File: src/include/sensor_packer_pkg.sv
// ==========================================================
// shared constants of the sensor output packer
package sensor_packer_pkg;

	// unit population and image geometry
	localparam int unsigned UNIT_COUNT = 30;
	localparam int unsigned IMAGE_BITS = 64;
	localparam int unsigned BYTE_COUNT = 8;
	localparam int unsigned WORD_COUNT = 4;
	localparam int unsigned USED_BITS = 2 * UNIT_COUNT;

	// object dictionary indices
	localparam logic [15:0] IDX_BYTE_IMAGE = 16'h6000;
	localparam logic [15:0] IDX_WORD_IMAGE = 16'h6100;

	// subindex of the entry counts, first data subindex
	localparam logic [7:0] SUB_COUNT = 8'h00;
	localparam logic [7:0] SUB_FIRST = 8'h01;

	// entry count values after reset and forever
	localparam logic [7:0] BYTE_ENTRY_COUNT = 8'h08;
	localparam logic [7:0] WORD_ENTRY_COUNT = 8'h04;

	// broadcast setting field layout
	localparam int unsigned BC_VALUE_LSB = 0;
	localparam int unsigned BC_VALUE_MSB = 31;
	localparam int unsigned BC_SEL_LSB = 32;
	localparam int unsigned BC_SEL_MSB = 61;
	localparam int unsigned BC_PAD_LSB = 62;
	localparam int unsigned BC_PAD_MSB = 63;

	// values after reset, plus the all-units selection UNIT_ALL
	localparam logic [63:0] IMAGE_RESET = 64'h0000_0000_0000_0000;
	localparam logic [15:0] RDATA_RESET = 16'h0000;
	localparam logic [29:0] UNIT_NONE = 30'h0000_0000;
	localparam logic [29:0] UNIT_ALL = 30'h3fff_ffff;
	localparam logic [31:0] VALUE_RESET = 32'h0000_0000;

endpackage : sensor_packer_pkg

File: src/verilog/broadcast_decoder.sv
`timescale 1ns/1ps
// ==========================================================
// decodes a 64-bit broadcast setting into per-unit write strobes
module broadcast_decoder (
	input wire logic clk_sys_i,
	input wire logic rst_i,
	input wire logic bc_wr_i,
	input wire logic [63:0] bc_data_i,
	output logic [29:0] unit_wr_o,
	output logic [31:0] unit_val_o,
	output logic bc_err_o
);
	import sensor_packer_pkg::*;

	logic [29:0] next_unit_wr;
	logic [31:0] next_unit_val;
	logic next_bc_err;
	logic [29:0] sel;
	logic [1:0] pad;

	// ==========================================================
	// field split and target selection
	always_comb begin
		sel = bc_data_i[BC_SEL_MSB:BC_SEL_LSB];
		pad = bc_data_i[BC_PAD_MSB:BC_PAD_LSB];
		next_unit_wr = UNIT_NONE;
		next_unit_val = unit_val_o;
		next_bc_err = 1'b0;
		if (bc_wr_i) begin
			if (pad != 2'h0) begin
				// nonzero unused bits: drop the write
				next_bc_err = 1'b1;
			end else begin
				next_unit_val = bc_data_i[BC_VALUE_MSB:BC_VALUE_LSB];
				if (sel == UNIT_NONE || sel == UNIT_ALL) begin
					next_unit_wr = UNIT_ALL;
				end else begin
					next_unit_wr = sel;
				end
			end
		end
	end

	// ==========================================================
	// registered strobes and value
	always_ff @(posedge clk_sys_i or posedge rst_i) begin
		if (rst_i) begin
			unit_wr_o <= UNIT_NONE;
			unit_val_o <= VALUE_RESET;
			bc_err_o <= 1'b0;
		end else begin
			unit_wr_o <= next_unit_wr;
			unit_val_o <= next_unit_val;
			bc_err_o <= next_bc_err;
		end
	end

endmodule : broadcast_decoder

File: src/verilog/sensor_output_bit_packer.sv
`timescale 1ns/1ps
// ==========================================================
// packs sensor switching outputs into byte and word images
module sensor_output_bit_packer (
	input wire logic clk_sys_i,
	input wire logic rst_i,
	// switching outputs from the amplifiers, asynchronous
	input wire logic [29:0] sens_out1_i,
	input wire logic [29:0] sens_out2_i,
	// unit kind: high when the unit has switching outputs
	input wire logic [29:0] unit_has_switch_i,
	// object read port
	input wire logic rd_i,
	input wire logic [15:0] rd_index_i,
	input wire logic [7:0] rd_subindex_i,
	output logic [15:0] rd_data_o,
	output logic rd_valid_o,
	output logic rd_err_o,
	output logic rd_mappable_o,
	// write attempt on the read-only objects
	input wire logic wr_i,
	input wire logic [15:0] wr_index_i,
	output logic wr_refused_o,
	// cyclic process image
	output logic [63:0] pdo_image_o,
	// broadcast setting write
	input wire logic bc_wr_i,
	input wire logic [63:0] bc_data_i,
	output logic [29:0] unit_wr_o,
	output logic [31:0] unit_val_o,
	output logic bc_err_o
);
	import sensor_packer_pkg::*;

	// ==========================================================
	// functions

	// packs two outputs per unit, unused tail held at zero
	function automatic logic [63:0] pack_image(
		input logic [29:0] o1,
		input logic [29:0] o2,
		input logic [29:0] has_sw
	);
		logic [63:0] img;
		img = IMAGE_RESET;
		for (int u = 0; u < UNIT_COUNT; u++) begin
			img[2 * u] = o1[u] & has_sw[u];
			img[2 * u + 1] = o2[u] & has_sw[u];
		end
		return img;
	endfunction : pack_image

	// true when the index names one of the two image objects
	function automatic logic is_image_index(input logic [15:0] idx);
		return (idx == IDX_BYTE_IMAGE) || (idx == IDX_WORD_IMAGE);
	endfunction : is_image_index

	// ==========================================================
	// input synchronisers

	logic [29:0] out1_sync_a;
	logic [29:0] out1_sync_b;
	logic [29:0] out2_sync_a;
	logic [29:0] out2_sync_b;

	// two flops per switching output pin before any logic looks at it
	always_ff @(posedge clk_sys_i or posedge rst_i) begin
		if (rst_i) begin
			out1_sync_a <= UNIT_NONE;
			out1_sync_b <= UNIT_NONE;
			out2_sync_a <= UNIT_NONE;
			out2_sync_b <= UNIT_NONE;
		end else begin
			out1_sync_a <= sens_out1_i;
			out1_sync_b <= out1_sync_a;
			out2_sync_a <= sens_out2_i;
			out2_sync_b <= out2_sync_a;
		end
	end

	// ==========================================================
	// packed image

	logic [63:0] next_image;

	// rebuilt every cycle from the synchronised outputs
	always_comb begin
		next_image = pack_image(out1_sync_b, out2_sync_b, unit_has_switch_i);
		next_image[IMAGE_BITS - 1:USED_BITS] = '0;
	end

	// image feeds both the cyclic output and the reads
	always_ff @(posedge clk_sys_i or posedge rst_i) begin
		if (rst_i) begin
			pdo_image_o <= IMAGE_RESET;
		end else begin
			pdo_image_o <= next_image;
		end
	end

	// ==========================================================
	// object registers

	logic [7:0] input_byte_entry_count;
	logic [7:0] input_word_entry_count;
	logic [7:0] packed_input_bytes [BYTE_COUNT];
	logic [15:0] packed_input_words [WORD_COUNT];

	// entry counts are fixed, never part of the cyclic image
	always_comb begin
		input_byte_entry_count = BYTE_ENTRY_COUNT;
		input_word_entry_count = WORD_ENTRY_COUNT;
	end

	// byte entries cut from the registered image
	always_comb begin
		for (int n = 0; n < BYTE_COUNT; n++) begin
			packed_input_bytes[n] = pdo_image_o[8 * n +: 8];
		end
	end

	// word entries cut from the same image, so both views agree
	always_comb begin
		for (int n = 0; n < WORD_COUNT; n++) begin
			packed_input_words[n] = pdo_image_o[16 * n +: 16];
		end
	end

	// ==========================================================
	// object read decode

	logic [15:0] next_rd_data;
	logic next_rd_valid;
	logic next_rd_err;
	logic next_rd_mappable;
	logic [2:0] byte_sel;
	logic [1:0] word_sel;
	logic [7:0] sub_off;

	// subindex 0 gives the count, 1..n give the data entries
	always_comb begin
		next_rd_data = RDATA_RESET;
		next_rd_valid = 1'b0;
		next_rd_err = 1'b0;
		next_rd_mappable = 1'b0;
		sub_off = rd_subindex_i - SUB_FIRST;
		byte_sel = sub_off[2:0];
		word_sel = sub_off[1:0];
		if (rd_i) begin
			if (rd_index_i == IDX_BYTE_IMAGE) begin
				if (rd_subindex_i == SUB_COUNT) begin
					next_rd_data = {8'h00, input_byte_entry_count};
					next_rd_valid = 1'b1;
					next_rd_mappable = 1'b0;
				end else if (rd_subindex_i <= BYTE_ENTRY_COUNT) begin
					// bytes numbered one to eight, upper lane zero
					next_rd_data = {8'h00, packed_input_bytes[byte_sel]};
					next_rd_valid = 1'b1;
					next_rd_mappable = 1'b1;
				end else begin
					next_rd_err = 1'b1;
				end
			end else if (rd_index_i == IDX_WORD_IMAGE) begin
				if (rd_subindex_i == SUB_COUNT) begin
					next_rd_data = {8'h00, input_word_entry_count};
					next_rd_valid = 1'b1;
					next_rd_mappable = 1'b0;
				end else if (rd_subindex_i <= WORD_ENTRY_COUNT) begin
					// same bits as the byte image, 16 at a time
					next_rd_data = packed_input_words[word_sel];
					next_rd_valid = 1'b1;
					next_rd_mappable = 1'b1;
				end else begin
					next_rd_err = 1'b1;
				end
			end else begin
				// unknown object
				next_rd_err = 1'b1;
			end
		end
	end

	// read answer registered one cycle after the request
	always_ff @(posedge clk_sys_i or posedge rst_i) begin
		if (rst_i) begin
			rd_data_o <= RDATA_RESET;
			rd_valid_o <= 1'b0;
			rd_err_o <= 1'b0;
			rd_mappable_o <= 1'b0;
		end else begin
			rd_data_o <= next_rd_data;
			rd_valid_o <= next_rd_valid;
			rd_err_o <= next_rd_err;
			rd_mappable_o <= next_rd_mappable;
		end
	end

	// ==========================================================
	// write refusal on the read-only objects

	logic next_wr_refused;

	// counts and data entries alike are read-only
	always_comb begin
		next_wr_refused = wr_i && is_image_index(wr_index_i);
	end

	// refusal pulse, image untouched
	always_ff @(posedge clk_sys_i or posedge rst_i) begin
		if (rst_i) begin
			wr_refused_o <= 1'b0;
		end else begin
			wr_refused_o <= next_wr_refused;
		end
	end

	// ==========================================================
	// broadcast setting decode

	// strobes and value come from flops inside the decoder
	broadcast_decoder u_bc (
		.clk_sys_i(clk_sys_i),
		.rst_i(rst_i),
		.bc_wr_i(bc_wr_i),
		.bc_data_i(bc_data_i),
		.unit_wr_o(unit_wr_o),
		.unit_val_o(unit_val_o),
		.bc_err_o(bc_err_o)
	);

endmodule : sensor_output_bit_packer

File: config.mk
export PLATFORM = sky130hd
export DESIGN_NAME = sensor_output_bit_packer
export DESIGN_NICKNAME = d
export VERILOG_FILES = /design/src/include/sensor_packer_pkg.sv /design/src/verilog/broadcast_decoder.sv /design/src/verilog/sensor_output_bit_packer.sv
export SDC_FILE = /design/constraint.sdc
export NUM_CORES = 1
export LEC_CHECK = 0
export ABC_AREA = 1
export BUFFER_PORTS_ARGS = -buffer_cell sky130_fd_sc_hd__buf_2
export CAP_MARGIN = 20
export CORE_ASPECT_RATIO = 1.2
export CORE_MARGIN = 2
export CORE_UTILIZATION = 50
export CTS_BUF_LIST = sky130_fd_sc_hd__clkbuf_8
export DETAILED_ROUTE_END_ITERATION = 10
export PLACE_DENSITY = 0.76
export SYNTH_ARGS = -nofsm -noshare
export SYNTH_HDL_FRONTEND = slang
export SYNTH_HIERARCHICAL = 1
export SYNTH_SLANG_ARGS = --single-unit
File: constraint.sdc
create_clock -name clk_sys_i -period 14.7 [get_ports clk_sys_i]
set_input_delay 0 -clock clk_sys_i [delete_from_list [all_inputs] [get_ports clk_sys_i]]
set_output_delay 0 -clock clk_sys_i [all_outputs]
set_load 0.02 [all_outputs]
# Yosys cells after proc, flatten, opt, wreduce, memory -nomap -nowiden
# Index checks and enable logic that the tools add are counted.
[totals]
n_memories = 0
ff_bits = 263
elab_cells = 130
ram_bits = 0
input_bits = 199
romBits = 0
latchBits = 0
[op_classes]
eq_ne = 5
n_addsub = 1
n_reduce_logical = 7
n_mux = 37
mul = 0
magnitude_cmp = 4
n_div = 0
n_bitwise = 63
shift = 0
[op_table]
columns = ["op", "n"]
rows = [
  ["$mux W16", 7],
  ["$mux W30", 3],
  ["$eq A16 B15 Y1 const B", 4],
  ["$and A1 B1 Y1", 60],
  ["$bmux W16 S2", 1],
  ["$mux W8", 4],
  ["$eq A30 B30 Y1 const B", 1],
  ["$logic_not A30 Y1", 1],
  ["$bmux W8 S3", 1],
  ["$mux W1", 21],
  ["$le A8 B3 Y1 const B", 1],
  ["$le A8 B4 Y1 const B", 1],
  ["$logic_not A8 Y1", 1],
  ["$ge A4 B4 Y1 const B", 1],
  ["$not A3 Y4", 1],
  ["$ge A3 B3 Y1 const B", 1],
  ["$not A2 Y3", 1],
  ["$sub A3 B1 Y3 const B", 1],
  ["$logic_or A1 B1 Y1", 2],
  ["$reduce_and A2 Y1", 1],
  ["$reduce_bool A2 Y1", 1],
  ["$logic_and A1 B1 Y1", 1],
  ["$not A1 Y1", 1],
]

# Depth between registers and ports, before layout
[depth]
ltp_word = 10
depth_mapped = 14

# Modules after synthesis
# The synthesis kept the hierarchy.
[by_module_without_submodules]
columns = ["mod", "area_each_um2", "cells_per_inst", "seq_area_each_um2", "instances"]
rows = [
  ["sensor_output_bit_packer", 6920.4, 639, 5004.8, 1],
  ["broadcast_decoder", 2801.4, 358, 1576.5, 1],
]

# Least setup slack after synthesis
# Ideal clock, no wire load.
[synth_timing]
path_type = "input to register"
startpoint = "in rd_subindex_i[0]"
endpoint = "reg rd_data_o[0]"
setup_slack_ns = 13.211
arrival_ns = 1.417
path_stages = 12
setup_time_ns = 0.071
required_ns = 14.629
path_buffers = 5
cell_sequence = "inv_2 -> buf_2 -> buf_2 -> ha_1 -> buf_2 -> inv_1 -> buf_4 -> buf_4 -> nand3_1 -> nand3_1 -> nand2_1 -> nor2_1"
[synth_via]
elab_chain_cells = 10
word_cells_on_any_way = 19
cone_classes = "add/sub (1); order compare (2); mux (13); bitwise (2); reduce/logical (1)"
[synth_rtl]
columns = ["item", "line_no", "text"]
rows = [
  ["start: declaration", "sensor_output_bit_packer.sv:15", "input wire logic [7:0] rd_subindex_i,"],
  ["$sub A3 B1 Y3", "sensor_output_bit_packer.sv:146", "sub_off = rd_subindex_i - SUB_FIRST;"],
  ["$not A2 Y3 (implied by the code)", "sensor_output_bit_packer.sv:170", "next_rd_data = packed_input_words[word_sel];"],
  ["$bmux W16 S2", "sensor_output_bit_packer.sv:170", ""],
  ["$mux W16 (implied by the code) (2 in series)", "sensor_output_bit_packer.sv:170", ""],
  ["$mux W16", "sensor_output_bit_packer.sv:168", "end else if (rd_subindex_i <= WORD_ENTRY_COUNT) begin"],
  ["$mux W16", "sensor_output_bit_packer.sv:164", "if (rd_subindex_i == SUB_COUNT) begin"],
  ["$mux W16", "sensor_output_bit_packer.sv:163", "end else if (rd_index_i == IDX_WORD_IMAGE) begin"],
  ["$mux W16 (*)", "sensor_output_bit_packer.sv:150", "if (rd_index_i == IDX_BYTE_IMAGE) begin"],
  ["$mux W16 (*)", "sensor_output_bit_packer.sv:149", "if (rd_i) begin"],
  ["named net next_rd_data[0]", "sensor_output_bit_packer.sv:132", "logic [15:0] next_rd_data;"],
  ["end signal: assignment", "sensor_output_bit_packer.sv:191", "rd_data_o <= next_rd_data;"],
  ["end: declaration", "sensor_output_bit_packer.sv:16", "output logic [15:0] rd_data_o,"],
]
# Mark *: on every way through the listed nets, which the timed path passes. The rest lies on a longest branch. The select of a mux whose other input is x is not followed.
# A chain may end at the register's enable or synchronous reset.

# Final worst setup path
[layout_timing]
startpoint = "in rd_subindex_i[0]"
endpoint = "reg rd_data_o[4]"
# The elaborated chain is that of the path after synthesis.

==> reports/results.txt <==
outcome - completed
Clock Sinks - 263
Power Total - 1590 uW
die area - 20600 sq um
Routed WL - 29200 um
Net count, final - 1717
DRC viols - 0
Setup crit end kind - flip-flop
Final Hold Viols - 0
FF-to-FF End - rd_data_o[7]
WL/cell - 16.2 um
GRT Overall Usage - 0.282
mean area per synthesized cell - 9.75 sq um
WS Path Type - primary input to flip-flop
num rows - 55
Unique masters post-synth - 26
CTS root buf - clkbuf_8
core area - 19000 sq um
WP data arrival - 3580 ps
hold endpoint - rd_data_o[2]
CP Data Required Time - 15140 ps
Util after Layout - 0.738
RSZ-0062 raised after global routing - no
R2R Path Start - pdo_image_o[31]
FMAX - 318 MHz
first-pass GRT wire length - 45300 um
CTS tree - yes
worst vdd ir - 0.000110 V
cell depth of the worst flop-to-flop path - 5
Initial Util - 0.512
initial DRC count - 624
commonest cells in the netlist - 295 x nand2_1, 263 x dfrtp_1, 164 x inv_1
Worst slew margin - 0.308
pwr/cell area - 113 nW/um^2
CTS resizes - 0
main area contributors after synthesis - dfrtp_1 68%, nand2_1 11%, inv_1 6.3%
Final min period - 3150 ps
Slew @ Worst Pin - 1040 ps
worst skew pair latency - 530 ps
vias in the first global route - 8988
Die Y - 157 um
setup bufs post-CTS - 0
Via-to-Cell Ratio - 4.81
Routability Congestion - 0.851
Post-synth EDFFs - 0
leading area contributor after synthesis - dfrtp_1
worst slack at placement - 11170 ps
maxcap violations - 0
Worst setup SP type - primary input
Synth Register Bits - 263
Synth top area share - 0.677
Setup Skew - 27.2 ps
clock buffer count from CTS - 40
final instance area - 14000 sq um
crit-path most repeated cell - nor2_1
CP Buf/Inv Count - 3
Pleak - 0.00823 uW
Bufs on Longest Clock Path - 3
First-pass DRT Iterations - 5
initial antenna violation count - 2
part of the cycle the worst path needs - 0.214
placed cell areas - 11500 sq um
P&R area growth vs syn - 44.1%
IO Pins - 346
HP Class - primary input to flip-flop
reg-to-reg slack, setup - 13500 ps
asr flop ratio synth - 1.00
Post-DRT Antenna Nets - 0
Total Neg Setup Slack - 0 ps
Crit path max-delay family - buffers and inverters
hold path start - rd_index_i[0]
Clk pin slew, worst setup/hold paths - 70 ps
Die Wd - 131 um
ys flop type - dfrtp_1
DP Wirelength - 17300 um
Cells after Synth - 997
number of H-tree levels - 2
Fillers - 1259
grt total ovfl - 0
layout cells sized above 1 - 0.272
CP max stage delay - 1030 ps
most common cell in the netlist - nand2_1
worst hold path depth - 8
crit-path cells - buf_2 -> inv_2 -> ha_1 -> inv_1 -> nor2_1 -> o21ai_0 -> nand3_1 -> a21oi_1 -> nor2_1
fin. max-slew vios - 0
Crit-path slowest cell - ha_1
Post-Syn Area - 9720 sq um
port bufs - 340
Ys Warns - 6
worst setup margin - 11550 ps
register area share after synthesis - 0.677
largest net degree at the start of global routing - 141
Final setup viols - 0
total number of vias - 8662
CP max FO - 52
## registers in the layout, summed over array words and instances, names as in the netlist, 16 cells and up
| register | cells |
|---|---|
| pdo_image_o | 60 |
| u_bc/unit_val_o | 32 |
| out1_sync_a | 30 |
| out1_sync_b | 30 |
| out2_sync_a | 30 |
| out2_sync_b | 30 |
| u_bc/unit_wr_o | 30 |
| rd_data_o | 16 |
## metrics by stage
step	cells	hold WS [ps]
after CTS	1795	2.57
after detailed placement	1563	110
after floorplan	1000	31.4
after global placement	1563	107
after global routing	1800	45.7
final	1801	27.1
## per-layer routing
layer	part of all wire	vias up	track usage
met5	0	-	0
met4	0.049	0	0.143
met3	0.093	102	0.0787
met2	0.52	527	0.512
met1	0.34	4009	0.302
li1	-	4024	-
## what timing repair did
action / in CTS / in global routing
hold endpoints to repair: 393 / 2
endpoints found under the setup margin: 0 / 0
hold buffers: 165 / 2
## cells in the final DEF (no fill, tap or decap), types with 3 or more instances in the layout
cell type / n
o211ai_1: 5
dfrtp_1: 263
inv_2: 4
nand2_1: 295
nor2_1: 78
dlygate4sd3_1: 167
nand2_2: 3
buf_2: 340
a211oi_1: 8
or2_2: 10
clkbuf_8: 45
nand3_1: 80
nor4_1: 3
conb_1: 4
clkinv_2: 6
o21ai_0: 25
inv_1: 175
diode_2: 3
a21oi_1: 15
## worst max path at each step
stage / from / endpoint / slack (ps) / cells past startpoint
after floorplan: rst_i / out1_sync_a[0] / 9250 / 1
after global placement: rd_subindex_i[0] / rd_data_o[5] / 11220 / 9
after detailed placement: rd_subindex_i[0] / rd_data_o[4] / 11170 / 9
after CTS: rd_subindex_i[0] / rd_data_o[5] / 11690 / 9
after global routing: rd_subindex_i[0] / rd_data_o[5] / 11210 / 9
final: rd_subindex_i[0] / rd_data_o[4] / 11550 / 9
## worst register-to-register path, cell delays in order (launching register included)
cell and delay, ps:
dfrtp_1 410, or2_2 300, o211ai_1 90, nand3_1 100
a21oi_1 140, nor2_1 50
## logic make-up (layout without fill, tap and decap cells)
family	count (synthesis)	after routing	share of synthesized area
adder cells (fa/ha/maj)	1	1	0.00129
AND/OR/NAND/NOR	476	476	0.201
AO/OA/AOI/OAI	54	54	0.0314
flip-flops	263	263	0.677
other	1	7	0.000386
buffers and inverters	202	744	0.0891
## layout make-up
| type | count | area, sq um | share of cell area |
|---|---|---|---|
| sequential | 263 | 6580 | 0.470 |
| timing repair buffer | 510 | 3420 | 0.244 |
| multi-input combinational | 535 | 2290 | 0.163 |
| inverter | 167 | 634 | 0.0453 |
| clock buffer | 45 | 619 | 0.0442 |
| tap | 256 | 320 | 0.0229 |
| clock inverter | 22 | 146 | 0.0104 |
| antenna | 3 | 7.51 | 0.000536 |
## power breakdown
group / internal, uW / switching, uW
Combinational: 89.5 / 127
Clock: 315 / 269
Sequential: 766 / 21.2
Total: 1170 / 417
Power figures use the tool's default switching activity.
